[src/mhu_defines.svh]
// constants for the midi host command uart
`ifndef MHU_DEFINES_SVH
`define MHU_DEFINES_SVH
`define MHU_CMD_RESET     8'hFF
`define MHU_CMD_PASS      8'h3F
`define MHU_ACK_BYTE      8'hFE
`define MHU_STATUS_RESET  8'h80
`define MHU_BIT_EMPTY     7
`define MHU_BIT_BUSY      6
`define MHU_CFG_ACTIVATE  8'h30
`define MHU_CFG_BASE_HI   8'h60
`define MHU_CFG_BASE_LO   8'h61
`define MHU_BASE_RESET    16'h0330
`define MHU_CLK_HZ        50000000
`define MHU_BAUD          31250
`define MHU_BIT_CYCLES    (`MHU_CLK_HZ / `MHU_BAUD)
`define MHU_FRAME_BITS    10
`define MHU_FIFO_DEPTH    16
`endif

[src/mhu_pkg.sv]
// types of the midi host command uart
package mhu_pkg;
    typedef enum logic [1:0] {
        MHU_RX_IDLE  = 2'b00,
        MHU_RX_START = 2'b01,
        MHU_RX_DATA  = 2'b10,
        MHU_RX_STOP  = 2'b11
    } mhu_rx_state_t;
endpackage

[src/mhu_midi_uart.sv]
// midi host interface: command decoder, data port, fifos and serial engines
//
// Decided for this implementation: the address-and-strobe port.
`timescale 1ns/100ps
`include "mhu_defines.svh"
module mhu_midi_uart #(
    parameter int FIFO_DEPTH = `MHU_FIFO_DEPTH,
    parameter int BIT_CYCLES = `MHU_BIT_CYCLES
) (
    input  wire logic        clk_i,                     // 50 MHz clock
    input  wire logic        rstn_i,                    // async reset, low
    input  wire logic [15:0] addr_i,                    // host i/o address
    input  wire logic [7:0]  wdata_i,                   // host write data
    input  wire logic        wr_i,                      // host write strobe
    input  wire logic        host_data_read_strobe_i,   // host read strobe
    output logic      [7:0]  rdata_o,                   // host read data
    input  wire logic [7:0]  cfg_addr_i,                // config index
    input  wire logic [7:0]  cfg_wdata_i,               // config write data
    input  wire logic        cfg_wr_i,                  // config write strobe
    input  wire logic        cfg_rd_i,                  // config read strobe
    output logic      [7:0]  cfg_rdata_o,               // config read data
    input  wire logic        midi_serial_input_i,       // serial line in
    output logic             midi_serial_output_o,      // serial line out
    output logic             irq_o                      // interrupt, high
);
    import mhu_pkg::*;

    localparam int AW = $clog2(FIFO_DEPTH);
    localparam int TW = $clog2(BIT_CYCLES);
    localparam logic [TW-1:0] BIT_LAST = TW'(BIT_CYCLES - 1);
    localparam logic [TW-1:0] HALF_BIT = TW'(BIT_CYCLES / 2 - 1);
    localparam logic [AW:0]   FULL_CNT = (AW+1)'(FIFO_DEPTH);

    initial
    begin
        if (FIFO_DEPTH < 2 || (1 << AW) != FIFO_DEPTH)
            $error("FIFO_DEPTH must be a power of two, at least 2");
        if (BIT_CYCLES < 4)
            $error("BIT_CYCLES must be at least 4");
    end

    // ------------------------------------------------------------
    // configuration space
    // ------------------------------------------------------------
    logic        active_q;
    logic [7:0]  base_hi_q;
    logic [7:0]  base_lo_q;

    always_ff @(posedge clk_i or negedge rstn_i)
    begin
        if (!rstn_i)
        begin
            active_q  <= 1'b0;
            base_hi_q <= 8'(`MHU_BASE_RESET >> 8);
            base_lo_q <= 8'(`MHU_BASE_RESET & 16'h00FF);
        end
        else if (cfg_wr_i)
        begin
            unique case (cfg_addr_i)
                `MHU_CFG_ACTIVATE: active_q  <= cfg_wdata_i[0];
                `MHU_CFG_BASE_HI:  base_hi_q <= cfg_wdata_i;
                `MHU_CFG_BASE_LO:  base_lo_q <= cfg_wdata_i;
                default:           active_q  <= active_q;
            endcase
        end
    end

    always_ff @(posedge clk_i or negedge rstn_i)
    begin
        if (!rstn_i)
            cfg_rdata_o <= 8'h00;
        else if (cfg_rd_i)
        begin
            unique case (cfg_addr_i)
                `MHU_CFG_ACTIVATE: cfg_rdata_o <= {7'h00, active_q};
                `MHU_CFG_BASE_HI:  cfg_rdata_o <= base_hi_q;
                `MHU_CFG_BASE_LO:  cfg_rdata_o <= base_lo_q;
                default:           cfg_rdata_o <= 8'h00;
            endcase
        end
        else
            cfg_rdata_o <= 8'h00;
    end

    // ------------------------------------------------------------
    // address decode and command decode
    // ------------------------------------------------------------
    // bit 0 of the base is ignored, so an odd base still decodes a pair
    logic hit;
    logic data_wr, data_rd, cmd_wr, stat_rd;
    logic cmd_reset, cmd_pass;
    logic pass_q;
    logic ack_q;

    assign hit = active_q && (addr_i[15:1] == {base_hi_q, base_lo_q[7:1]});
    assign data_wr = hit && wr_i && !addr_i[0];
    assign data_rd = hit && host_data_read_strobe_i && !addr_i[0];
    assign cmd_wr  = hit && wr_i && addr_i[0];
    assign stat_rd = hit && host_data_read_strobe_i && addr_i[0];
    assign cmd_reset = cmd_wr && (wdata_i == `MHU_CMD_RESET);
    assign cmd_pass  = cmd_wr && (wdata_i == `MHU_CMD_PASS) && !pass_q;

    // power-on reset clears pass_q as the reset command does, but raises no acknowledge
    always_ff @(posedge clk_i or negedge rstn_i)
    begin
        if (!rstn_i)
            pass_q <= 1'b0;
        else if (cmd_reset)
            pass_q <= 1'b0;
        else if (cmd_pass)
            pass_q <= 1'b1;
    end

    always_ff @(posedge clk_i or negedge rstn_i)
    begin
        if (!rstn_i)
            ack_q <= 1'b0;
        else if ((cmd_reset && !pass_q) || cmd_pass)
            ack_q <= 1'b1;
        else if (cmd_reset)
            ack_q <= 1'b0;
        else if (data_rd)
            ack_q <= 1'b0;
    end

    logic flush_rx, flush_tx, run;
    assign flush_rx = cmd_reset || cmd_pass;
    assign flush_tx = cmd_reset || cmd_pass;
    // engines idle outside pass-through or while deactivated
    assign run = pass_q && active_q;

    // ------------------------------------------------------------
    // fifos
    // ------------------------------------------------------------
    logic [7:0]  rx_mem [FIFO_DEPTH];
    logic [7:0]  tx_mem [FIFO_DEPTH];
    logic [AW-1:0] rx_wp_q, rx_rp_q, tx_wp_q, tx_rp_q;
    logic [AW:0]   rx_cnt_q, tx_cnt_q;
    logic        rx_done_q;
    logic [7:0]  rx_sh_q;
    logic        rx_push, rx_pop, tx_push, tx_pop;
    logic [3:0]  tx_left_q;

    assign rx_push = rx_done_q && run && (rx_cnt_q != FULL_CNT);
    assign rx_pop  = data_rd && !ack_q && (rx_cnt_q != '0);
    assign tx_push = data_wr && pass_q && (tx_cnt_q != FULL_CNT);
    assign tx_pop  = run && (tx_left_q == 4'h0) && (tx_cnt_q != '0);

    always_ff @(posedge clk_i)
    begin
        if (rx_push)
            rx_mem[rx_wp_q] <= rx_sh_q;
        if (tx_push)
            tx_mem[tx_wp_q] <= wdata_i;
    end

    always_ff @(posedge clk_i or negedge rstn_i)
    begin
        if (!rstn_i)
        begin
            rx_wp_q  <= '0;
            rx_rp_q  <= '0;
            rx_cnt_q <= '0;
        end
        else if (flush_rx)
        begin
            rx_wp_q  <= '0;
            rx_rp_q  <= '0;
            rx_cnt_q <= '0;
        end
        else
        begin
            if (rx_push)
                rx_wp_q <= AW'(rx_wp_q + 1'b1);
            if (rx_pop)
                rx_rp_q <= AW'(rx_rp_q + 1'b1);
            unique case ({rx_push, rx_pop})
                2'b10:   rx_cnt_q <= (AW+1)'(rx_cnt_q + 1'b1);
                2'b01:   rx_cnt_q <= (AW+1)'(rx_cnt_q - 1'b1);
                default: rx_cnt_q <= rx_cnt_q;
            endcase
        end
    end

    always_ff @(posedge clk_i or negedge rstn_i)
    begin
        if (!rstn_i)
        begin
            tx_wp_q  <= '0;
            tx_rp_q  <= '0;
            tx_cnt_q <= '0;
        end
        else if (flush_tx)
        begin
            tx_wp_q  <= '0;
            tx_rp_q  <= '0;
            tx_cnt_q <= '0;
        end
        else
        begin
            if (tx_push)
                tx_wp_q <= AW'(tx_wp_q + 1'b1);
            if (tx_pop)
                tx_rp_q <= AW'(tx_rp_q + 1'b1);
            unique case ({tx_push, tx_pop})
                2'b10:   tx_cnt_q <= (AW+1)'(tx_cnt_q + 1'b1);
                2'b01:   tx_cnt_q <= (AW+1)'(tx_cnt_q - 1'b1);
                default: tx_cnt_q <= tx_cnt_q;
            endcase
        end
    end

    // ------------------------------------------------------------
    // host read data and interrupt
    // ------------------------------------------------------------
    logic pending;
    assign pending = ack_q || (rx_cnt_q != '0);

    always_ff @(posedge clk_i or negedge rstn_i)
    begin
        if (!rstn_i)
            rdata_o <= 8'h00;
        else if (data_rd && ack_q)
            rdata_o <= `MHU_ACK_BYTE;
        else if (rx_pop)
            rdata_o <= rx_mem[rx_rp_q];
        else if (stat_rd)
        begin
            rdata_o <= 8'h00;
            rdata_o[`MHU_BIT_EMPTY] <= !pending;
            rdata_o[`MHU_BIT_BUSY]  <= (tx_cnt_q == FULL_CNT);
        end
        else
            rdata_o <= 8'h00;
    end

    // registered, so the pop of the last byte drops it one edge later
    always_ff @(posedge clk_i or negedge rstn_i)
    begin
        if (!rstn_i)
            irq_o <= 1'b0;
        else
            irq_o <= active_q && pending;
    end

    // ------------------------------------------------------------
    // serial receiver
    // ------------------------------------------------------------
    mhu_rx_state_t rx_st_q;
    logic [TW-1:0] rx_tmr_q;
    logic [2:0]    rx_n_q;
    logic          rx_in_q;

    always_ff @(posedge clk_i or negedge rstn_i)
    begin
        if (!rstn_i)
            rx_in_q <= 1'b1;
        else
            rx_in_q <= midi_serial_input_i;
    end

    always_ff @(posedge clk_i or negedge rstn_i)
    begin
        if (!rstn_i)
        begin
            rx_st_q   <= MHU_RX_IDLE;
            rx_tmr_q  <= '0;
            rx_n_q    <= 3'h0;
            rx_sh_q   <= 8'h00;
            rx_done_q <= 1'b0;
        end
        else if (!run)
        begin
            rx_st_q   <= MHU_RX_IDLE;
            rx_done_q <= 1'b0;
        end
        else
        begin
            rx_done_q <= 1'b0;
            unique case (rx_st_q)
                MHU_RX_IDLE:
                    if (!rx_in_q)
                    begin
                        rx_st_q  <= MHU_RX_START;
                        rx_tmr_q <= HALF_BIT;
                    end
                MHU_RX_START:
                    if (rx_tmr_q != '0)
                        rx_tmr_q <= TW'(rx_tmr_q - 1'b1);
                    else if (!rx_in_q)
                    begin
                        rx_st_q  <= MHU_RX_DATA;
                        rx_tmr_q <= BIT_LAST;
                        rx_n_q   <= 3'h0;
                    end
                    else
                        rx_st_q <= MHU_RX_IDLE;  // glitch, not a start bit
                MHU_RX_DATA:
                    if (rx_tmr_q != '0)
                        rx_tmr_q <= TW'(rx_tmr_q - 1'b1);
                    else
                    begin
                        rx_sh_q  <= {rx_in_q, rx_sh_q[7:1]};
                        rx_tmr_q <= BIT_LAST;
                        rx_n_q   <= 3'(rx_n_q + 1'b1);
                        if (rx_n_q == 3'h7)
                            rx_st_q <= MHU_RX_STOP;
                    end
                MHU_RX_STOP:
                    if (rx_tmr_q != '0)
                        rx_tmr_q <= TW'(rx_tmr_q - 1'b1);
                    else
                    begin
                        // a low stop bit is a framing error; the byte is dropped
                        rx_done_q <= rx_in_q;
                        rx_st_q   <= MHU_RX_IDLE;
                    end
            endcase
        end
    end

    // ------------------------------------------------------------
    // serial transmitter
    // ------------------------------------------------------------
    logic [9:0]    tx_sh_q;
    logic [TW-1:0] tx_tmr_q;

    // idle line is all ones in the shifter, so bit 0 is the pin itself
    always_ff @(posedge clk_i or negedge rstn_i)
    begin
        if (!rstn_i)
        begin
            tx_sh_q   <= 10'h3FF;
            tx_left_q <= 4'h0;
            tx_tmr_q  <= '0;
        end
        else if (!run || flush_tx)
        begin
            tx_sh_q   <= 10'h3FF;
            tx_left_q <= 4'h0;
        end
        else if (tx_pop)
        begin
            tx_sh_q   <= {1'b1, tx_mem[tx_rp_q], 1'b0};
            tx_left_q <= 4'(`MHU_FRAME_BITS);
            tx_tmr_q  <= BIT_LAST;
        end
        else if (tx_left_q != 4'h0)
        begin
            if (tx_tmr_q != '0)
                tx_tmr_q <= TW'(tx_tmr_q - 1'b1);
            else
            begin
                tx_sh_q   <= {1'b1, tx_sh_q[9:1]};
                tx_left_q <= 4'(tx_left_q - 1'b1);
                tx_tmr_q  <= BIT_LAST;
            end
        end
    end

    assign midi_serial_output_o = tx_sh_q[0];
endmodule

[config.mk]
export PLATFORM = sky130hd
export DESIGN_NAME = mhu_midi_uart
export DESIGN_NICKNAME = d
export VERILOG_FILES = /design/src/mhu_pkg.sv /design/src/mhu_midi_uart.sv
export VERILOG_INCLUDE_DIRS = /design/src
export SDC_FILE = /design/constraint.sdc
export NUM_CORES = 1
export LEC_CHECK = 0
export ABC_AREA = 1
export BUFFER_PORTS_ARGS = -buffer_cell sky130_fd_sc_hd__buf_4
export CAP_MARGIN = 10
export CELL_PAD_IN_SITES_DETAIL_PLACEMENT = 1
export CELL_PAD_IN_SITES_GLOBAL_PLACEMENT = 2
export CORE_MARGIN = 2
export CORE_UTILIZATION = 40
export CTS_CLUSTER_DIAMETER = 50
export DETAILED_ROUTE_END_ITERATION = 10
export GPL_TIMING_DRIVEN = 0
export PLACE_DENSITY_LB_ADDON = 0.1
export SETUP_SLACK_MARGIN = 0.2
export SLEW_MARGIN = 20
export SYNTH_ARGS = -nofsm -noshare
export SYNTH_HDL_FRONTEND = slang
export SYNTH_SLANG_ARGS = --single-unit
[constraint.sdc]
create_clock -name clk_i -period 2.8 [get_ports clk_i]
set_input_delay 0.14 -clock clk_i [delete_from_list [all_inputs] [get_ports clk_i]]
set_output_delay 0.14 -clock clk_i [all_outputs]
set_load 0.05 [all_outputs]
==> out/metrics.csv <==
metric;value;unit
status;completed;
power.total;12.6;mW
grt_pass1_vias;12606;
synth_ff_type;edfxtp_1;
first_pass_iters;7;
die_h;205;um
rows;73;
finalCriticalPeriod;2560;ps
endpoint;rx_mem[15][6];
synth.net_count;1583;
place_hpwl;31.4;mm
syn_area_per_cell;10.7;um^2
rr_startpoint;pass_q;
rsz0062_at_grt;true;
wl_per_cell;21.0;um
fin_cells;2248;
ys_seq_area_frac;0.651;
final_util;0.504;
fp.dieW;205;um
muxShareOfSynthArea;0.0112;
slew_headroom;0.454;
port_buffers;64;
cts-root-buf;clkbuf_16;
async_flop_share;0.304;
cp_max_fo;8;
dp_cells;2102;
slew_viol_final;0;
worstPathRequired;3010;ps
synth_edf_count;256;
synth_compound_area_frac;0.115;
layout_setup_ws;239;ps
ys_ff_latch;368;
clockBufferDepth;3;
htree_levels;2;
globalplace.congestion;0.804;
crit_chain;nand2_2 -> inv_2 -> nand3_1 -> inv_1 -> nand2_1 -> nor2_2;
die_area;42000;um^2
fin_tns_setup;0;ps
insertedDiodeCount;0;
cap_violations;0;
drcViolationCount;0;
design_area;20100;um^2
yosys.area_share.simple;0.149;
cts_tree;built;
drive_gt1_frac;0.186;
finalHoldViolCount;0;
finalWirelength;47.2;mm
synthAdderAreaFrac;0.0186;
grt_max_degree;63;
grt_pass1_wl;73.3;mm
startpoint;pass_q;
tightestPinTransition;818;ps
reg2reg_depth;6;
worst_setup_path_start_kind;flip-flop;
reg2reg_to;rx_mem[15][6];
hold_path.class;in -> reg;
postPlaceCellArea;17300;um^2
nNetsFinal;1753;
r2r_slack;240;ps
synth_cell_types;50;
worstPathArrival;2770;ps
insertion_delay;580;ps
via_count;11994;
path_class;reg -> reg;
first_iter_violations;676;
synth_top_family_by_area;simple AND/OR/NAND/NOR gates;
fmax;391;MHz
coreArea;39800;um^2
synth_xor_area_frac;0.00705;
slowest_stage;nor2_2;
start_util;0.406;
cts.clk_slew.worst_paths;60;ps
power_density;631;nW/um^2
crit_path_end_kind;flip-flop;
ioPinCount;65;
ir_drop;419;uV
p_leak;8.10;nW
cts.sinks;368;
cts_buffers;49;
fin_skew;22.8;ps
final_antenna_net_count;0;
grt_overflow;0;
post-route-period-util;0.914;
whs;27.4;ps
syn_area;16200;um^2
slowest_delay;490;ps
preCtsSetupSlack;-393;ps
track_usage;0.231;
setup_viol;0;
via_per_inst;5.34;
synthCells;1512;
yosysWarnings;0;
syn_to_final_growth;24.2;%
antenna_found_initial;0;
-- synthesized netlist by cell type (2+ instances only) --
master,instances,area share
nor4_1,4,0.0015
o32ai_1,14,0.0076
buf_2,4,0.0012
o311ai_0,5,0.0027
a22oi_1,2,0.00093
a21oi_1,58,0.018
nor3b_1,2,0.00093
xor2_1,12,0.0065
edfxtp_1,256,0.48
a22o_1,2,0.0011
nor2_4,2,0.0014
nand3_1,55,0.017
inv_1,138,0.032
o221a_2,5,0.0035
buf_1,4,0.00093
o21bai_1,2,0.00093
o31ai_1,3,0.0014
clkbuf_1,43,0.010
nand2_1,256,0.059
a32oi_1,2,0.0011
ha_1,24,0.019
dfstp_2,14,0.023
o211ai_1,7,0.0033
nand2_2,2,0.00077
nor2_1,211,0.049
o22ai_1,23,0.0089
o21ai_0,131,0.041
a31oi_1,3,0.0012
dfrtp_1,98,0.15
nor3_1,15,0.0046
mux2i_1,17,0.011
nand3b_1,2,0.00093
a221o_1,4,0.0025
nor2_2,7,0.0027
o21ai_1,8,0.0025
inv_2,16,0.0037
a221oi_1,8,0.0043
o221ai_1,22,0.012
nand3_2,5,0.0031
nand4_1,16,0.0062
-- cell type report --
type / count / area, um^2
tap: 525 / 657
timing repair buffer: 119 / 1170
clock buffer: 66 / 1410
clock inverter: 26 / 317
fill: 4342 / 19800
buffer: 52 / 233
inverter: 155 / 592
multi-input combinational: 937 / 5170
sequential: 368 / 10500
-- cell usage in the layout, fill, tap and decap left out, types with 9 or more instances in the layout --
master / synthesis / routed
xor2_1: 12 / 12
dfrtp_1: 98 / 98
nor2_2: 7 / 16
nand3_1: 55 / 52
inv_1: 138 / 134
o32ai_1: 14 / 14
o21ai_0: 131 / 130
clkbuf_1: 43 / 29
edfxtp_1: 256 / 256
nand4_1: 16 / 16
nand2_1: 256 / 243
a21oi_1: 58 / 58
mux2i_1: 17 / 17
nor2_4: 2 / 27
o221ai_1: 22 / 22
o22ai_1: 23 / 23
dlygate4sd3_1: 0 / 23
clkbuf_16: 0 / 51
ha_1: 24 / 23
nor2_1: 211 / 177
clkbuf_2: 0 / 22
nor3_1: 15 / 15
inv_2: 16 / 18
buf_12: 0 / 15
dfstp_2: 14 / 14
o21ai_1: 8 / 9
nand2_2: 2 / 13
buf_4: 1 / 80
-- critical path, delay by kind of cell (launching register included) --
| kind | cells | cell delay [ps] |
|---|---|---|
| buffers and inverters | 2 | 470 |
| DFF | 1 | 470 |
| and+or+nand+nor | 4 | 1240 |
-- registers in the layout, summed over array words and instances (netlist names), 8 cells and up --
register	cells
base_lo_q	8
rx_tmr_q	11
tx_tmr_q	11
rx_mem	128
tx_sh_q	9
base_hi_q	8
rdata_o	8
rx_sh_q	8
tx_mem	128
cfg_rdata_o	8
-- worst min path at each step --
| stage | start | to | cells after the start |
|---|---|---|---|
| 4_1_cts | cfg_addr_i[4] | active_q | 5 |
| 2_1_floorplan | rstn_i | ack_q | 0 |
| 6_report | wr_i | pass_q | 4 |
| 3_3_place_gp | midi_serial_input_i | rx_in_q | 1 |
| 5_1_grt | wr_i | pass_q | 4 |
| 3_5_place_dp | rstn_i | base_lo_q[7] | 1 |
-- metal layers --
metal	up-vias	GRT usage	wire (um)
li1	5637	-	-
met2	274	0.374	22200
met4	0	0.0673	1060
met1	6016	0.324	21600
met5	-	0	0
met3	67	0.0336	2430
-- cells by family after synthesis --
kind of cell / Yosys count
adder cells (fa/ha/maj): 24
multiplexers: 18
AND/OR/NAND/NOR: 579
AO/OA/AOI/OAI: 303
XOR/XNOR: 13
flip-flops: 368
buffers and inverters: 207
-- where the power goes --
part / switching (mW) / internal (mW)
sequential: 0.0130 / 5.82
clock: 2.51 / 4.05
combinational: 0.157 / 0.0979
-- timing repair --
action / CTS / global route
hold buffers: 23 / 0
resized for setup: 58 / 65
endpoints found under the hold margin: 258 / 0
pin swaps: 12 / 21
buffers inserted: 18 / 13
setup endpoints to repair: 273 / 300
No activity file was read; power rests on OpenSTA's default activity.
